==> src/verilog/scd_pkg.sv <==
// ***************************************************************
// shared constants and types
// ***************************************************************
package scd_pkg;

   localparam int NUM_BANKS = 4;
   localparam int BANK_W = 2;
   localparam int ADDR_W = 12;
   localparam int ROW_W = 12;
   localparam int COL_W = 8;
   localparam int LOC_W = ROW_W + COL_W;
   localparam int AP_BIT = 10;
   localparam int MASK_W = 2;
   localparam logic [ADDR_W-1:0] MODE_RST = 12'h000;
   localparam logic [ROW_W-1:0] ROW_RST = 12'h000;
   localparam logic [COL_W-1:0] COL_RST = 8'h00;
   localparam logic [BANK_W-1:0] BANK_RST = 2'h0;
   localparam logic [NUM_BANKS-1:0] BANKS_IDLE = 4'h0;
   localparam logic [NUM_BANKS-1:0] BANKS_ALL = 4'hF;
   localparam logic [MASK_W-1:0] DRIVE_OFF_N = 2'h3;
   localparam logic [MASK_W-1:0] BYTES_NONE = 2'h0;

   typedef enum logic [3:0] {
      SCD_OP_DESELECT,
      SCD_OP_NOP,
      SCD_OP_ACTIVATE,
      SCD_OP_PRECHARGE,
      SCD_OP_PRECHARGE_ALL,
      SCD_OP_READ,
      SCD_OP_WRITE,
      SCD_OP_MODE_LOAD,
      SCD_OP_OTHER
   } scd_op_t;

   // command pins as sampled from the memory controller
   typedef struct packed {
      logic chip_sel_n;
      logic row_strobe_n;
      logic col_strobe_n;
      logic write_en_n;
      logic bank_sel_msb;
      logic bank_sel_lsb;
      logic [ADDR_W-1:0] address_inputs;
      logic high_byte_mask;
      logic low_byte_mask;
   } scd_cmd_t;

   // decoded view of one command
   typedef struct packed {
      scd_op_t op;
      logic [BANK_W-1:0] bank;
      logic [NUM_BANKS-1:0] bank_onehot;
      logic auto_pre;
   } scd_dec_t;

   // decode results presented to the core
   typedef struct packed {
      scd_op_t op;
      logic [BANK_W-1:0] bank;
      logic [ROW_W-1:0] row_addr;
      logic [COL_W-1:0] col_addr;
      logic auto_precharge;
      logic [LOC_W-1:0] loc_addr;
   } scd_out_t;

   // data mask controls
   typedef struct packed {
      logic [MASK_W-1:0] dq_drive_n;
      logic [MASK_W-1:0] wr_byte_en;
   } scd_mask_t;

   // whole state of the top module
   typedef struct packed {
      scd_out_t out;
      scd_mask_t mask;
      logic [NUM_BANKS-1:0] bank_active;
      logic [NUM_BANKS-1:0][ROW_W-1:0] open_row;
      logic [ADDR_W-1:0] mode_reg;
   } scd_state_t;

endpackage
==> src/verilog/scd_cmd_dec.sv <==
`timescale 1ns/1ps
`default_nettype none
// ***************************************************************
// combinational command decoder
// ***************************************************************
module scd_cmd_dec
   import scd_pkg::*;
(
   input wire scd_cmd_t cmd,
   output scd_dec_t dec
);

   logic [BANK_W-1:0] bank;
   logic [2:0] strobes;
   logic [NUM_BANKS-1:0] onehot;
   scd_op_t op;

   assign bank = {cmd.bank_sel_msb, cmd.bank_sel_lsb};
   assign strobes = {cmd.row_strobe_n, cmd.col_strobe_n, cmd.write_en_n};

   // one select line per bank
   genvar b;
   generate
      for (b = 0; b < NUM_BANKS; b = b + 1) begin : g_bank
         assign onehot[b] = (bank == BANK_W'(b));
      end
   endgenerate

   always_comb begin
      if (cmd.chip_sel_n) begin
         op = SCD_OP_DESELECT;
      end else begin
         case (strobes)
            3'h3: op = SCD_OP_ACTIVATE;
            3'h2: begin
               op = cmd.address_inputs[AP_BIT] ? SCD_OP_PRECHARGE_ALL
                                               : SCD_OP_PRECHARGE;
            end
            3'h5: op = SCD_OP_READ;
            3'h4: op = SCD_OP_WRITE;
            3'h0: op = SCD_OP_MODE_LOAD;
            3'h7: op = SCD_OP_NOP;
            default: op = SCD_OP_OTHER;
         endcase
      end
   end

   assign dec = '{
      op: op,
      bank: bank,
      bank_onehot: onehot,
      auto_pre: cmd.address_inputs[AP_BIT]
   };

endmodule
`default_nettype wire

==> src/verilog/scd_decode.sv <==
`timescale 1ns/1ps
`default_nettype none
// Overview of operation
// - sample strobes each rising edge with clk_en high, decode
// - ignore commands while chip select high
// - row strobe alone opens selected bank
// - row strobe with write enable precharges bank
// - address bit ten precharges all banks
// - bank-select pair is binary bank number
// - activate takes twelve address bits as row
// - column bits zero-seven, bit ten auto precharge
// - row plus column address one million words
// - column strobe alone starts column access
// - write enable splits activate/precharge, read/write
// - mode load captures address as op code
// - byte masks gate drivers and writes
module scd_decode
   import scd_pkg::*;
(
   input wire logic mclk,
   input wire logic reset,
   input wire logic clk_en,
   input wire scd_cmd_t cmd,
   input wire logic rd_burst,
   input wire logic wr_burst,
   output scd_out_t dec_out,
   output logic [NUM_BANKS-1:0] bank_active,
   output logic [NUM_BANKS-1:0][ROW_W-1:0] open_row,
   output logic [ADDR_W-1:0] mode_reg,
   output scd_mask_t mask_out
);

   // ***************************************************************
   // reset image
   // ***************************************************************
   localparam scd_state_t STATE_RST = '{
      out: '{
         op: SCD_OP_DESELECT,
         bank: BANK_RST,
         row_addr: ROW_RST,
         col_addr: COL_RST,
         auto_precharge: 1'b0,
         loc_addr: {ROW_RST, COL_RST}
      },
      mask: '{dq_drive_n: DRIVE_OFF_N, wr_byte_en: BYTES_NONE},
      bank_active: BANKS_IDLE,
      open_row: '0,
      mode_reg: MODE_RST
   };

   // ***************************************************************
   // state and helper signals
   // ***************************************************************
   scd_state_t state_r;
   scd_state_t state_nxt;
   scd_dec_t dec;
   logic [MASK_W-1:0] byte_mask;
   logic [COL_W-1:0] col_in;
   logic [ROW_W-1:0] sel_row;
   logic is_activate;
   logic is_precharge;
   logic is_precharge_all;
   logic is_column;
   logic is_mode_load;
   logic [NUM_BANKS-1:0] bank_open_set;
   logic [NUM_BANKS-1:0] bank_open_clr;
   logic [NUM_BANKS-1:0] bank_active_nxt;
   logic [NUM_BANKS-1:0][ROW_W-1:0] open_row_nxt;
   logic [MASK_W-1:0] dq_drive_n_nxt;
   logic [MASK_W-1:0] wr_byte_en_nxt;
   scd_out_t out_nxt;
   logic [ADDR_W-1:0] mode_nxt;

   // ***************************************************************
   // command decode
   // ***************************************************************
   scd_cmd_dec u_dec (
      .cmd(cmd),
      .dec(dec)
   );

   // ***************************************************************
   // command classes
   // ***************************************************************
   // deselect, no-op and codes this block does not serve fall out here and leave
   // bank, row, column and mode fields alone; op still updates, auto_precharge clears
   always_comb begin
      is_activate = 1'b0;
      is_precharge = 1'b0;
      is_precharge_all = 1'b0;
      is_column = 1'b0;
      is_mode_load = 1'b0;
      case (dec.op)
         SCD_OP_ACTIVATE: begin
            is_activate = 1'b1;
         end
         SCD_OP_PRECHARGE: begin
            is_precharge = 1'b1;
         end
         SCD_OP_PRECHARGE_ALL: begin
            is_precharge_all = 1'b1;
         end
         SCD_OP_READ, SCD_OP_WRITE: begin
            is_column = 1'b1;
         end
         SCD_OP_MODE_LOAD: begin
            is_mode_load = 1'b1;
         end
         default: begin
         end
      endcase
   end

   // ***************************************************************
   // bank state
   // ***************************************************************
   assign bank_open_set = is_activate ? dec.bank_onehot : BANKS_IDLE;
   always_comb begin
      bank_open_clr = BANKS_IDLE;
      if (is_precharge_all) begin
         bank_open_clr = BANKS_ALL;
      end else if (is_precharge) begin
         bank_open_clr = dec.bank_onehot;
      end
   end

   // one command never both opens and closes the same bank
   genvar g;
   generate
      for (g = 0; g < NUM_BANKS; g = g + 1) begin : g_bank
         assign bank_active_nxt[g] = bank_open_set[g] |
            (state_r.bank_active[g] & ~bank_open_clr[g]);
         assign open_row_nxt[g] = bank_open_set[g] ?
            cmd.address_inputs : state_r.open_row[g];
      end
   endgenerate

   // ***************************************************************
   // column access
   // ***************************************************************
   // a column command to an idle bank still decodes, using the row that
   // bank opened last
   assign col_in = cmd.address_inputs[COL_W-1:0];
   assign sel_row = state_r.open_row[dec.bank];

   // ***************************************************************
   // data masks
   // ***************************************************************
   assign byte_mask = {cmd.high_byte_mask, cmd.low_byte_mask};

   // masks act every edge with clk_en high, commands or not
   genvar m;
   generate
      for (m = 0; m < MASK_W; m = m + 1) begin : g_byte
         assign dq_drive_n_nxt[m] = rd_burst ? byte_mask[m]
                                             : DRIVE_OFF_N[m];
         assign wr_byte_en_nxt[m] = wr_burst ? ~byte_mask[m]
                                             : BYTES_NONE[m];
      end
   endgenerate

   // ***************************************************************
   // decode results
   // ***************************************************************
   always_comb begin
      out_nxt = state_r.out;
      out_nxt.op = dec.op;
      out_nxt.auto_precharge = 1'b0;
      if (is_activate) begin
         out_nxt.bank = dec.bank;
         out_nxt.row_addr = cmd.address_inputs;
      end
      if (is_precharge) begin
         out_nxt.bank = dec.bank;
      end
      if (is_column) begin
         out_nxt.bank = dec.bank;
         out_nxt.row_addr = sel_row;
         out_nxt.col_addr = col_in;
         out_nxt.auto_precharge = dec.auto_pre;
         out_nxt.loc_addr = {sel_row, col_in};
      end
   end

   // ***************************************************************
   // mode register
   // ***************************************************************
   assign mode_nxt = is_mode_load ? cmd.address_inputs
                                  : state_r.mode_reg;

   // ***************************************************************
   // next state
   // ***************************************************************
   always_comb begin
      state_nxt = state_r;
      state_nxt.out = out_nxt;
      state_nxt.mask.dq_drive_n = dq_drive_n_nxt;
      state_nxt.mask.wr_byte_en = wr_byte_en_nxt;
      state_nxt.bank_active = bank_active_nxt;
      state_nxt.open_row = open_row_nxt;
      state_nxt.mode_reg = mode_nxt;
   end

   // ***************************************************************
   // state register
   // ***************************************************************
   always_ff @(posedge mclk) begin
      if (reset) begin
         state_r <= STATE_RST;
      end else if (clk_en) begin
         state_r <= state_nxt;
      end
   end

   assign dec_out = state_r.out;
   assign bank_active = state_r.bank_active;
   assign open_row = state_r.open_row;
   assign mode_reg = state_r.mode_reg;
   assign mask_out = state_r.mask;

endmodule
`default_nettype wire

==> config.mk <==
export PLATFORM = sky130hd
export DESIGN_NAME = scd_decode
export DESIGN_NICKNAME = d
export VERILOG_FILES = /design/src/verilog/scd_pkg.sv /design/src/verilog/scd_cmd_dec.sv /design/src/verilog/scd_decode.sv
export SDC_FILE = /design/constraint.sdc
export NUM_CORES = 1
export LEC_CHECK = 0
export BUFFER_PORTS_ARGS = -buffer_cell sky130_fd_sc_hd__buf_2
export CAP_MARGIN = 20
export CORE_ASPECT_RATIO = 0.75
export CORE_MARGIN = 3
export CORE_UTILIZATION = 36
export DETAILED_ROUTE_END_ITERATION = 8
export GPL_TIMING_DRIVEN = 0
export SYNTH_ARGS = -nofsm -noshare
export SYNTH_HDL_FRONTEND = slang
export SYNTH_HIERARCHICAL = 1
export SYNTH_SLANG_ARGS = --single-unit
export TNS_END_PERCENT = 5
==> constraint.sdc <==
create_clock -name mclk -period 2.6 [get_ports mclk]
set_input_delay 0.52 -clock mclk [delete_from_list [all_inputs] [get_ports mclk]]
set_output_delay 0.52 -clock mclk [all_outputs]
set_load 0.005 [all_outputs]
# [After elaboration in Yosys (flattened, before gate mapping)]
# Index checks and enable logic that the tools add are counted.
[op_classes] n_lt_le_gt_ge=1 eq_ne=14 mux=20 bitwise_logic=14 n_reduce_logical=13
[ops] cell="43-bit 2-to-1 mux" count=1
[ops] cell="12-bit binary-select mux with 2-bit select" count=1
[ops] cell="4-bit case mux with 6 select lines" count=1
[ops] cell="4-bit by 3-bit == test with 1-bit output, second input constant" count=4
[ops] cell="4-bit 2-to-1 mux" count=4
[ops] cell="2-bit AND reduction" count=8
[ops] cell="14-bit 2-to-1 mux" count=1
[ops] cell="12-bit 2-to-1 mux" count=1
[ops] cell="3-bit == test, second input constant" count=3
[ops] cell="1-bit 2-to-1 mux" count=9
[ops] cell="4-bit by 2-bit == test with 1-bit output, second input constant" count=2
[ops] cell="3-bit by 2-bit == test with 1-bit output, second input constant" count=2
[ops] cell="1-bit inverter" count=6
[ops] cell="1-bit bitwise AND" count=4
[ops] cell="2-bit == test, second input constant" count=2
[ops] cell="1-bit OR" count=4
[ops] cell="3-bit logical NOT" count=1
[ops] cell="2-bit by 3-bit < comparator with 1-bit output, second input constant" count=1
[ops] cell="3-bit 2-to-1 mux" count=1
[ops] cell="3-bit nonzero test" count=1
[ops] cell="2-bit by 1-bit == test with 1-bit output, second input constant" count=1
[ops] cell="2-bit logical NOT" count=1
[ops] cell="2-bit 2-to-1 mux" count=1
[ops] cell="2-bit nonzero test" count=1
[ops] cell="2-bit OR reduction" count=1
[word_totals] ff_bits=115 inputBits=25 out_inout_bits=115 wordCells=76

# [Depth between registers and ports, before layout]
[logic_depth] ltp_word=10 mapped_depth=9

# [By module]
# Netlist, hierarchy kept.
[modules_own_cells] module="scd_decode" n_inst=1 cells_per_inst=452 area_each_um2=4609.4 seq_area_each_um2=2142.1
[modules_own_cells] module="scd_cmd_dec" n_inst=1 cells_per_inst=21 area_each_um2=126.4 seq_area_each_um2=0.0

# [Worst setup path before layout]
# No wires, ideal clock.
[synth_timing] path_kind="input to register" startpoint="in cmd[18] (netlist bit)" endpoint="reg state_r (netlist bit dec_out[10])" arrival_ps=2093 required_time_ps=2468 setup_slack_ps=375 cell_stages=8 n_path_buf=1 cell_sequence="inv_2 a21oi_1 a211oi_1 nand2_1 or3b_1 buf_6 nand2_2 a21oi_1"
[synth_rtl] item="start, declared" line_no="scd_decode.sv:23" source="input wire scd_cmd_t cmd,"
[synth_rtl] item="end signal, assigned" line_no="scd_decode.sv:211" source="state_r <= state_nxt;"
[synth_rtl] item="end, declared" line_no="scd_decode.sv:54" source="scd_state_t state_r;"

==> results.py <==
metrics = {
    "outcome": {
        "outcome": "finished clean",
    },
    "synthesis": {
        "syn_avg_cell_area_um2": 10.0,
        "synth-edff-count": 0,
        "synth.area.top_cells": "dfxtp_1, mux2i_1, nor2_1, mux4_2, nand2_1",
        "synth_nets": 498,
        "yosys_warnings": 6,
        "yosysTopAreaCell": "dfxtp_1",
        "syn_area_um2": 4740,
        "ys_seq_elements": 107,
        "ys_async_sr_fraction_pct": 0,
        "synthCells": 473,
        "synth_top_area_share_pct": 45.2,
        "yosys_most_used_dff": "dfxtp_1",
        "ys_seq_area_share_pct": 45.2,
        "yosysUniqueCellTypes": 39,
    },
    "global_routing": {
        "grt_pass1_vias": 3882,
        "grt_pass1_wl_um": 21400,
        "grt_overflow": 0,
        "antenna_found_initial": 0,
        "grt_max_degree": 18,
        "track_usage_pct": 18.8,
    },
    "finish": {
        "nFillCells": 1200,
        "multi_input_comb_area_um2": 2280,
        "num-nets-final": 646,
        "drive_above_1_share_pct": 36.6,
        "seqCellArea_um2": 2140,
        "largest_reg_flops": 48,
        "synthToLayoutAreaGrowth_pct": 25.6,
        "antenna_cells": 0,
    },
    "worst_setup_path": {
        "crit_type": "in -> reg",
        "cp_slowest_cell": "a211oi_2",
        "crit_required_ns": 2.82,
        "worst-path-buf-inv": 2,
        "crit_arrival_ns": 2.46,
        "cp-start-kind": "input port",
        "cpLargestDelayFamily": "simple AND/OR/NAND/NOR gates",
        "cp_cell_sequence": "buf_2 -> a21oi_1 -> a211oi_2 -> nand2_1 -> nor3_4 -> buf_6 -> mux2i_1 -> nor2_1",
        "cp-end-kind": "flop",
        "max_stage_delay_ns": 0.49,
        "crit_fanout": 10,
    },
    "drt": {
        "vias_per_cell": 4.98,
        "post-route-drc-count": 0,
        "num_vias": 3936,
        "wirelength_um": 13900,
        "avgRoutedWirePerCell_um": 17.6,
        "drt_iter0_drc": 164,
        "drtPass1Iterations": 4,
        "ant_nets": 0,
    },
    "hold_path": {
        "holdCritPathClass": "in -> reg",
    },
    "sta": {
        "tightestPinTransition_ns": 0.656,
        "setup-violations-final": 0,
        "layout_worst_path_cycle_share_pct": 86.2,
        "rsz0062_at_grt": "no",
        "whs_ns": 0.415,
        "setup_slack_ns": 0.358,
        "clock_skew_ns": 0.00956,
        "hold_viol_final": 0,
        "max_freq_mhz": 446,
        "slew_viol_final": 0,
        "fin_crit_ns": 2.24,
        "timing.slew.headroom_pct": 56.2,
    },
    "floorplanning": {
        "io-pin-count": 140,
        "die_width_um": 138,
        "die-area_um2": 14600,
        "die_h_um": 105,
        "core_um2": 12600,
        "floorplan.rows": 35,
        "start_util_pct": 37.7,
    },
    "clock_tree": {
        "clock-root-buffer": "clkbuf_16",
        "cts_buffer_depth": 2,
        "path_clk_slew_ns": 0.07,
        "cts.sinks": 107,
        "clk_latency_ns": 0.35,
        "numCtsBuffers": 9,
        "htreeDepth": 3,
        "post_cts_buffers": 0,
        "cts_tree": "done",
    },
    "place": {
        "dp_worst_setup_slack_ns": -0.330,
        "routabilityCongestion": 0.821,
        "hpwl_um": 10800,
        "portBuffers": 137,
    },
    "power": {
        "internal_power_w": 0.00262,
        "powerDensity_nw_per_um2": 578,
        "sw_frac_of_total_pct": 23.7,
        "vdd_drop_max_uv": 314,
        "leakage_nw": 3.01,
        "power_w": 0.00344,
        "p_clk_share_pct": 42.1,
        "combinationalPowerShare_pct": 9.0,
        "seq_power_share_pct": 48.9,
        "switchingPower_w": 0.000815,
    },
    "run": {
        "maxCapViolCount": 0,
    },
}
-- tightest hold or removal path, cell delays in order --
cell,delay (ns)
buf_2,0.08
o22ai_1,0.06
nand2b_1,0.06
-- cells in the mapped netlist, types with 2 or more instances --
library cell and number:
a211oi_1 2, a21oi_1 30, a311oi_2 12, and4b_1 4
buf_2 6, buf_4 15, buf_6 10, clkbuf_1 14
dfxtp_1 107, mux2i_1 65, mux4_2 12, nand2_1 50
nand2_2 10, nand2b_1 7, nand3_1 13, nand3b_1 3
nand3b_4 4, nor2_1 81, nor2b_1 4, o21ai_0 5
-- per-layer routing --
layer | vias to the layer above | global-route usage, % | wire (µm)
met5 | - | 0 | 0
met4 | 0 | 3.39 | 61
met3 | 8 | 6.58 | 1270
met2 | 139 | 29.2 | 6040
met1 | 1873 | 25.6 | 6520
li1 | 1916 | - | -
-- repair_timing --
action                     4_1_cts  5_1_grt
hold buffers                     0        0
setup endpoints to repair        0       81
gates resized for setup          0        1
hold endpoints to repair         0        0
-- through the flow --
stage	area, µm²	cells	TNS [ns]	utilization, %
floorplan	4740	473	0	-
global placement	5630	776	-11.70	44.8
detailed placement	5630	776	-16.79	44.8
CTS	5940	791	0	47.3
global route	5950	791	0	47.3
finish	5950	791	0	47.3
-- area by class of cell --
class	instances	area share [%]
Buffer	45	5.17
Sequential cell	107	36.0
Tap cell	166	3.49
Clock inverter	6	1.49
Clock buffer	9	3.79
Multi-Input combinational cell	319	38.4
Inverter	2	0.126
Timing Repair Buffer	137	11.5
-- final timing paths --
| kind | slack [ns] | cells after the start | start | to |
|---|---|---|---|---|
| setup / recovery | 0.36 | 8 | cmd[12] | mode_reg[6] |
| hold / removal | 0.41 | 3 | cmd[1] | mask_out[3] |
| setup reg to reg | 1.33 | 3 | open_row[21] | dec_out[38] |
| hold reg to reg | 0.46 | 2 | dec_out[18] | dec_out[18] |
-- placed cells by master (no fill, tap or decap), drive strengths merged, types with 2 or more instances in the layout --
cell / count
a211oi: 2
and4b: 4
nand2: 60
o21ai: 6
a311oi: 12
bufinv: 2
clkinvlp: 2
nor3b: 2
nor2: 81
mux2i: 65
nor2b: 4
nand3: 13
inv: 3
nand3b: 7
mux4: 12
clkbuf: 23
a21oi: 31
nand2b: 7
dfxtp: 107
buf: 168
-- power by group through the flow --
| stage | Combinational, W | Sequential [W] | Clock, W |
|---|---|---|---|
| final | 0.000308 | 0.00168 | 0.00145 |
| after floorplan | 0.000183 | 0.00172 | 0 |
| after CTS | 0.000308 | 0.00168 | 0.00148 |
| after detailed placement | 0.000307 | 0.00172 | 0 |
| after global placement | 0.000302 | 0.00172 | 0 |
| after global routing | 0.000334 | 0.00168 | 0.00155 |
-- kinds of logic after synthesis --
kind of cell / Yosys count / synth area share [%]
muxes: 77 / 19.4
buffers and inverters: 47 / 6.66
xor gates and xnor gates: 1 / 0.344
DFF: 107 / 45.2
AOI/OAI and AO/OA: 55 / 8.72
and+or+nand+nor: 186 / 19.6
Power figures use the tool's default switching activity.
